## src/rtv_pkg.sv

```systemverilog
// constants and types for the remote temperature value and offset registers
// Functional notes
// Signed high byte: sign bit 7, 64..1 degrees below; read-only at 0x11/0x12.
// Signed low byte lives at 0x21 for channel 1, 0x22 for channel 2, read-only.
// Unsigned high byte: bit 7 weighs 128, then 64..1; read at 0x19/0x1a.
// Unsigned low byte is readable at 0x29 for channel 1, 0x2a for channel 2.
// Low byte bits 7,6,5 weigh one half, one quarter, one eighth degree.
// Low byte bit 4 reads zero with filter off, else the 1/16 degree bit.
// Low byte bit 3 reads zero with filter off, else the 1/32 degree bit.
// Low byte bits 2 to 0 always read zero.
// Per-channel read/write offset at 0x31/0x32, reset 0x00, two's complement.
// Offset bits 6..0 weigh 32 down to one half; range +63.5 to -64.
// Offset is added to the raw result; the sum is what gets reported.
// High byte read freezes its low byte until that low byte is read.
// Two-bit filter setting: 00 off, 01 basic, 11 enhanced, 10 reserved.
// Value registers change only at the end of that channel's conversion.
`default_nettype none

package rtv_pkg;

  localparam int RTV_CHANNELS = 2;
  localparam int RTV_RAW_W    = 14;  // signed, lsb = 1/32 degree
  localparam int RTV_CODE_W   = 13;  // 8 whole bits, 5 fraction bits
  localparam int RTV_SUM_W    = 15;
  localparam int RTV_OFS_SHIFT = 4;  // offset lsb 1/2 -> 1/32

  localparam logic [7:0] CMD_SIGNED_HIGH   [RTV_CHANNELS] = '{8'h11, 8'h12};
  localparam logic [7:0] CMD_UNSIGNED_HIGH [RTV_CHANNELS] = '{8'h19, 8'h1a};
  localparam logic [7:0] CMD_SIGNED_LOW    [RTV_CHANNELS] = '{8'h21, 8'h22};
  localparam logic [7:0] CMD_UNSIGNED_LOW  [RTV_CHANNELS] = '{8'h29, 8'h2a};
  localparam logic [7:0] CMD_CORRECTION    [RTV_CHANNELS] = '{8'h31, 8'h32};

  localparam logic [7:0] CORRECTION_RESET = 8'h00;
  localparam logic [7:0] LOW_MASK_FILTER   = 8'hf8;
  localparam logic [7:0] LOW_MASK_NOFILTER = 8'he0;
  localparam logic [7:0] RDATA_UNMAPPED    = 8'h00;

  // clamp limits in 1/32 degree steps
  localparam logic signed [RTV_SUM_W-1:0] SIGNED_MAX   = 15'sh0fff;
  localparam logic signed [RTV_SUM_W-1:0] SIGNED_MIN   = 15'sh7000;
  localparam logic signed [RTV_SUM_W-1:0] UNSIGNED_MAX = 15'sh1fff;

  typedef enum logic [1:0] {
    FILT_OFF      = 2'h0,
    FILT_BASIC    = 2'h1,
    FILT_RESERVED = 2'h2,
    FILT_ENHANCED = 2'h3
  } rtv_filter_t;

  typedef struct packed {
    logic       rd;
    logic       wr;
    logic [7:0] cmd;
    logic [7:0] wdata;
  } rtv_host_req_t;

  typedef struct packed {
    logic                        done;
    logic signed [RTV_RAW_W-1:0] raw;
  } rtv_conv_t;

endpackage : rtv_pkg

`default_nettype wire

```

## src/rtv_regs.sv

```systemverilog
// remote temperature value registers, offset correction and low byte lock
`timescale 1ns/1ps
`default_nettype none

module rtv_regs (
  input  wire logic                  clock,
  input  wire logic                  reset,
  input  wire rtv_pkg::rtv_host_req_t req,
  input  wire rtv_pkg::rtv_conv_t    conv     [rtv_pkg::RTV_CHANNELS],
  input  wire rtv_pkg::rtv_filter_t  filt_sel [rtv_pkg::RTV_CHANNELS],
  output var  logic [7:0]            rdata,
  output var  logic                  rd_valid
);
  import rtv_pkg::*;

  localparam int NC = RTV_CHANNELS;

  logic        [RTV_CODE_W-1:0] sgn_code [NC];
  logic        [RTV_CODE_W-1:0] uns_code [NC];
  logic        [7:0]            offset   [NC];
  logic        [7:0]            frz_s    [NC];
  logic        [7:0]            frz_u    [NC];
  logic                         lk_s     [NC];
  logic                         lk_u     [NC];

  logic signed [RTV_SUM_W-1:0]  sum      [NC];
  logic        [RTV_CODE_W-1:0] next_sgn [NC];
  logic        [RTV_CODE_W-1:0] next_uns [NC];
  logic        [7:0]            live_s   [NC];
  logic        [7:0]            live_u   [NC];
  logic        [7:0]            ch_rd    [NC];
  logic                         hit_sh   [NC];
  logic                         hit_uh   [NC];
  logic                         hit_sl   [NC];
  logic                         hit_ul   [NC];
  logic                         hit_ofs  [NC];
  logic                         filt_on  [NC];
  logic        [7:0]            next_rdata;

  //////////////////////////////////////////////////////////////////////////////
  // per-channel decode, correction and formatting

  for (genvar c = 0; c < NC; c++) begin : g_ch
    assign hit_sh[c]  = req.cmd == CMD_SIGNED_HIGH[c];
    assign hit_uh[c]  = req.cmd == CMD_UNSIGNED_HIGH[c];
    assign hit_sl[c]  = req.cmd == CMD_SIGNED_LOW[c];
    assign hit_ul[c]  = req.cmd == CMD_UNSIGNED_LOW[c];
    assign hit_ofs[c] = req.cmd == CMD_CORRECTION[c];

    // any nonzero setting, reserved code included, counts as filtering
    assign filt_on[c] = filt_sel[c] != FILT_OFF;

    // offset lsb is 1/2 degree, raw lsb 1/32: shift left by four
    assign sum[c] = $signed({conv[c].raw[RTV_RAW_W-1], conv[c].raw})
                  + $signed({{(RTV_SUM_W-8-RTV_OFS_SHIFT){offset[c][7]}}, offset[c],
                             {RTV_OFS_SHIFT{1'b0}}});

    // saturate instead of wrapping so a large offset cannot flip the sign
    assign next_sgn[c] = (sum[c] > SIGNED_MAX) ? SIGNED_MAX[RTV_CODE_W-1:0] :
                         (sum[c] < SIGNED_MIN) ? SIGNED_MIN[RTV_CODE_W-1:0] :
                         sum[c][RTV_CODE_W-1:0];
    assign next_uns[c] = (sum[c] > UNSIGNED_MAX) ? UNSIGNED_MAX[RTV_CODE_W-1:0] :
                         sum[c][RTV_SUM_W-1] ? '0 :
                         sum[c][RTV_CODE_W-1:0];

    assign live_s[c] = {sgn_code[c][4:0], 3'h0}
                     & (filt_on[c] ? LOW_MASK_FILTER : LOW_MASK_NOFILTER);
    assign live_u[c] = {uns_code[c][4:0], 3'h0}
                     & (filt_on[c] ? LOW_MASK_FILTER : LOW_MASK_NOFILTER);

    assign ch_rd[c] = hit_sh[c]  ? sgn_code[c][12:5] :
                      hit_uh[c]  ? uns_code[c][12:5] :
                      hit_sl[c]  ? (lk_s[c] ? frz_s[c] : live_s[c]) :
                      hit_ul[c]  ? (lk_u[c] ? frz_u[c] : live_u[c]) :
                      hit_ofs[c] ? offset[c] : RDATA_UNMAPPED;
  end

  assign next_rdata = ch_rd[0] | ch_rd[1];

  //////////////////////////////////////////////////////////////////////////////
  // registers

  always_ff @(posedge clock) begin
    if (reset) begin
      rdata    <= RDATA_UNMAPPED;
      rd_valid <= 1'b0;
    end else begin
      rd_valid <= req.rd;
      if (req.rd) begin
        rdata <= next_rdata;
      end
    end
  end

  always_ff @(posedge clock) begin
    for (int c = 0; c < NC; c++) begin
      if (reset) begin
        sgn_code[c] <= '0;
        uns_code[c] <= '0;
        offset[c]   <= CORRECTION_RESET;
        frz_s[c]    <= '0;
        frz_u[c]    <= '0;
        lk_s[c]     <= 1'b0;
        lk_u[c]     <= 1'b0;
      end else begin
        if (conv[c].done) begin
          sgn_code[c] <= next_sgn[c];
          uns_code[c] <= next_uns[c];
        end
        if (req.wr && hit_ofs[c]) begin
          offset[c] <= req.wdata;
        end
        // a fresh high read always re-captures, even while locked
        if (req.rd && hit_sh[c]) begin
          frz_s[c] <= live_s[c];
          lk_s[c]  <= 1'b1;
        end else if (req.rd && hit_sl[c]) begin
          lk_s[c]  <= 1'b0;
        end
        if (req.rd && hit_uh[c]) begin
          frz_u[c] <= live_u[c];
          lk_u[c]  <= 1'b1;
        end else if (req.rd && hit_ul[c]) begin
          lk_u[c]  <= 1'b0;
        end
      end
    end
  end

  //////////////////////////////////////////////////////////////////////////////
  // per-channel checks, both channels covered

  for (genvar c = 0; c < NC; c++) begin : g_chk

  end
endmodule : rtv_regs

`default_nettype wire

```

## config.mk

```make
export PLATFORM = sky130hd
export DESIGN_NAME = rtv_regs
export DESIGN_NICKNAME = d
export VERILOG_FILES = /design/src/rtv_pkg.sv /design/src/rtv_regs.sv
export SDC_FILE = /design/constraint.sdc
export NUM_CORES = 1
export LEC_CHECK = 0
export BUFFER_PORTS_ARGS = -buffer_cell sky130_fd_sc_hd__buf_2
export CAP_MARGIN = 10
export CELL_PAD_IN_SITES_DETAIL_PLACEMENT = 0
export CELL_PAD_IN_SITES_GLOBAL_PLACEMENT = 1
export CORE_ASPECT_RATIO = 2
export CORE_MARGIN = 2
export CORE_UTILIZATION = 50
export DETAILED_ROUTE_END_ITERATION = 16
export GPL_TIMING_DRIVEN = 0
export HOLD_SLACK_MARGIN = 0.02
export PLACE_DENSITY_LB_ADDON = 0.05
export SLEW_MARGIN = 20
export SYNTH_ARGS = -nofsm -noshare
export SYNTH_HDL_FRONTEND = slang
export SYNTH_SLANG_ARGS = --single-unit
```

## constraint.sdc

```tcl
create_clock -name clock -period 8.35 [get_ports clock]
set_input_delay 0.835 -clock clock [delete_from_list [all_inputs] [get_ports clock]]
set_output_delay 0.835 -clock clock [all_outputs]
set_load 0.01 [all_outputs]
```

# After elaboration in Yosys (flattened, before gate mapping)
# Memories as Yosys holds them, arrays and structs flattened.
# Index checks and enable logic that the tools add are counted.
# word_totals
reg_bits	9
ramBits	104
input_bits	54
output_inout_bits	9
mem_count	7
# classes
add_sub_neg	2
order_cmp	6
eq_ne	10
muxes	84
n_bitwise	23
reduce_logical	12
# memory_table
name	depth	width	rd	rd_clocked_by_memory_dff	wr	line_no	source
sgn_code	2	13	2	0	2	rtv_regs.sv:18	logic [RTV_CODE_W-1:0] sgn_code [NC];
uns_code	2	13	2	0	2	rtv_regs.sv:19	logic [RTV_CODE_W-1:0] uns_code [NC];
frz_s	2	8	2	0	2	rtv_regs.sv:21	logic [7:0] frz_s [NC];
frz_u	2	8	2	0	2	rtv_regs.sv:22	logic [7:0] frz_u [NC];
offset	2	8	2	0	2	rtv_regs.sv:20	logic [7:0] offset [NC];
lk_s	2	1	2	0	2	rtv_regs.sv:23	logic lk_s [NC];
+1 memories	--	--	--	--	--	--	
# op_table
op	n
8-bit 2-to-1 mux	20
13-bit 2-to-1 mux	12
1-bit 2-to-1 mux	50
8-bit by 6-bit == test with 1-bit output, second input constant	6
8-bit AND	4
8-bit by 5-bit == test with 1-bit output, second input constant	4
14-bit by 12-bit adder with 15-bit output	2
15-bit by 13-bit greater-than comparator with 1-bit output, second input constant	2
15-bit by 14-bit greater-than comparator with 1-bit output, second input constant	2
15-bit by 13-bit < comparator with 1-bit output, second input constant	2
1-bit OR	18
1-bit logical AND	10
5-bit 2-to-1 mux	2
8-bit OR	1
2-bit nonzero test	2

# Depth between registers and ports, before layout
# depth
ltp_word	9
depth_mapped	9
ltp_nobuf	8

# Least setup slack after synthesis
# Ideal clock, no wire load.
# synth_timing
kind	input port to flip-flop
start	in conv[19] (netlist bit)
end	mem sgn_code[0][11], data pin
setup_ns	0.265
arrival_time_ns	2.856
required_ns	8.085
path_slack_ns	5.230
stages	8
n_path_buf	1
path_cell_list	ha_1 -> fa_1 -> a211oi_1 -> o211ai_1 -> and2_1 -> o311ai_1 -> buf_2 -> o22ai_1
# synth_lines
item	line_no	source
from (decl)	rtv_regs.sv:9	input wire rtv_pkg::rtv_conv_t conv [rtv_pkg::RTV_CHANNELS],
to (decl)	rtv_regs.sv:18	

==> out/results.txt <==
Status -> completed
Port Buf Inserts -> 62
Critical Path Max Stage Delay -> 510 ps
Syn_nets -> 623
Final WL -> 16,400 um
Initial Utilization -> 51.3%
Most frequent cells in the layout -> edfxtp_1 (92), buf_2 (67), a21oi_1 (45), o21ai_0 (40), nor2_1 (39)
Relative slew slack -> 53.0%
Sequential fraction of design power -> 48.9%
Pre-antenna DRT Iters -> 5
Pleak -> 2.69 nW
Cell Int Power -> 0.934 mW
Max-slew violations -> 0
Ys Warns -> 0
GP Congestion -> 0.870
Nets -> 696
Synth Flop Type -> edfxtp_1
Async S/R FF share, synth -> 0%
Post-synthesis sequential area ratio -> 50.8%
TritonCTS Buffers -> 9
Final std cells w/o fill -> 767
Worst-path clk slew -> 70 ps
Final hold vios -> 0
Switching Share -> 26.7%
PostCTS Resize Cnt -> 0
Clock Skew -> 7.87 ps
Share of layout cells above drive strength 1 -> 16.8%
Clock network power share -> 34.1%
Initial antenna violation count -> 0
Tmin final -> 3270 ps
Vias in the first global route -> 4,661
H-tree depth -> 3
Type of the worst setup path -> input pin to flip-flop
DR vias -> 4,648
Fin crit share -> 39.2%
Core box area -> 0.0113 mm^2
Total GRT Usage -> 27.4%
CP bufs+invs -> 2
Peak VDD IR -> 0.114 mV
Max clock buf depth -> 2
GRT busiest layer -> met2
Num rows -> 55
Mean Syn Cell Area -> 10.6 um^2
GR Util met2 -> 53.0%
Top delay family on crit path -> compound AO/OA/AOI/OAI gates
Number of synthesized flops with an enable pin -> 92
ANT cells -> 0
# setup viols final -> 0
Post-CTS Setup Inserts -> 0
Post-DRT Antenna Nets -> 0
Post-Route Setup TNS -> 0 ps
PD cells -> 193 mW/mm^2
Post-Syn Instances -> 547
RSZ-0062 raised after global routing -> no
Die Ht -> 156 um
Crit path arrival time -> 3360 ps
Critical Path Fanout Max -> 10
Worst skew pair latency -> 350 ps
TritonCTS clock tree -> built
Sw Pwr -> 0.340 mW
Actual slew at the worst max-slew pin -> 703 ps
Commonest non-fill, non-tap cell in the layout -> edfxtp_1
Slowest-stage cell, CP -> o311ai_1
Largest net degree at the start of global routing -> 27
Placed Area -> 0.00628 mm^2
Design area -> 0.00660 mm^2
Area Growth Syn to Fin -> 13.9%
Die width -> 80.1 um
Required time of the worst setup path -> 8430 ps
Hold crit path type -> flip-flop to flip-flop
DRC -> 0
Worst-path cell chain -> buf_2 -> ha_1 -> fa_1 -> a211oi_1 -> o211ai_1 -> and2_1 -> o311ai_1 -> buf_2 -> o22ai_1
WL per Instance -> 21.4 um
Vias/cell -> 6.06
Die Area -> 0.0125 mm^2
CTS Root Cell -> clkbuf_16
Starting DRC count in detailed routing -> 348
MaxCap Viol Count -> 0
I/O Pins -> 63
Met1 Use GR -> 28.1%
Hold-fix buffers, CTS -> 0
Met3 Use GR -> 3.98%
Count of different cell masters after synthesis -> 67
Synthesized flop and latch total -> 101
Fmax -> 0.305 GHz
Logic pwr share -> 17.0%
CP Capture Type -> flip-flop
Most used cell, CP -> buf_2
First-pass GRT wire length -> 25,100 um
Post-Syn Area -> 0.00579 mm^2
Inst Count DP -> 751
Congestion Overflow GR -> 0
Critical Path Start Type -> input pin
Clock Sinks -> 101
Dpl hpwl -> 13,200 um
-- synth_stat cells, types with 6 or more instances --
| cell | number | share of area [%] |
|---|---|---|
| nor2_1 | 39 | 2.5 |
| a211oi_1 | 6 | 0.78 |
| nor3_1 | 10 | 0.86 |
| nand2b_1 | 11 | 1.2 |
| nand2_1 | 34 | 2.2 |
| a222oi_1 | 6 | 1.0 |
| nor2b_1 | 10 | 1.1 |
| a21oi_1 | 45 | 3.9 |
| o21ai_0 | 40 | 3.5 |
| a21o_1 | 14 | 1.8 |
| o22ai_1 | 15 | 1.6 |
| inv_1 | 20 | 1.3 |
| a221oi_1 | 6 | 0.91 |
| clkbuf_1 | 18 | 1.2 |
| xor2_1 | 10 | 1.5 |
| ha_1 | 20 | 4.3 |
| edfxtp_1 | 92 | 48 |
| dfxtp_1 | 9 | 3.1 |
| and3_1 | 12 | 1.3 |
| o211ai_1 | 17 | 2.2 |
| mux2i_1 | 10 | 1.7 |
| and2_1 | 22 | 2.4 |
| a311oi_1 | 6 | 0.91 |
-- path summary, 6_finish.rpt --
kind	start	to	slack, ps	cells after the start
worst max-delay path	conv[19]	sgn_code[0][8]	5080	9
worst min-delay path	rdata[5]	rdata[5]	490	2
worst max register to register	offset[0][0]	sgn_code[0][8]	5230	8
worst min register to register	rdata[5]	rdata[5]	490	2
-- worst min-delay path, stage by stage, from the launching register on --
cell and delay, ps:
dfxtp_1 310, nor2_1 80, a211oi_1 50
-- flip-flops by register name (all words and copies together) (netlist names) --
register and flops:
frz_s 10, frz_u 10, lk_s 2, lk_u 2
offset 16, rd_valid 1, rdata 8, sgn_code 26
uns_code 26
-- metrics by stage --
stage / worst slack [ps] / utilization [%] / hold slack (ps) / total power [mW]
floorplan: 5230 / - / 503 / 0.768
global placement: 4650 / 55.7 / 482 / 0.844
detailed placement: 4680 / 55.7 / 480 / 0.849
CTS: 5040 / 58.4 / 490 / 1.28
global route: 4820 / 58.5 / 514 / 1.32
finish: 5080 / 58.5 / 489 / 1.27
-- power groups by stage --
stage | clock [mW] | sequential (mW) | combinational [mW]
detailed placement | 0 | 0.634 | 0.215
global route | 0.455 | 0.626 | 0.239
CTS | 0.435 | 0.624 | 0.216
floorplan | 0 | 0.622 | 0.147
finish | 0.434 | 0.624 | 0.217
global placement | 0 | 0.634 | 0.211
-- kinds of logic (layout without fill, tap and decap cells) --
family                     after synthesis  count (layout)  share of synthesized area [%]
and+or+nand+nor                        161             161                           14.6
buffers and inverters                   49             127                           3.76
AOI/OAI and AO/OA                      190             190                           21.9
muxes                                   12              12                           2.12
adders and majority gates               22              22                           5.01
xor gates and xnor gates                12              12                           1.81
DFF                                    101             101                           50.8
-- layer usage --
| metal | wire length (um) | part of all wire [%] |
|---|---|---|
| met5 | 0 | 0 |
| met4 | 639 | 3.9 |
| met3 | 655 | 4.0 |
| met2 | 9510 | 58 |
| met1 | 5580 | 34 |
-- cell type report --
cell class / instances / area [um^2]
Timing Repair Buffer: 62 / 310
Clock buffer: 12 / 256
Multi-Input combinational cell: 397 / 2640
Fill cell: 1038 / 4690
Buffer: 29 / 143
Sequential cell: 101 / 2940
Tap cell: 142 / 178
Inverter: 20 / 75.1
Clock inverter: 4 / 56.3
No activity file was read; power rests on OpenSTA's default activity.
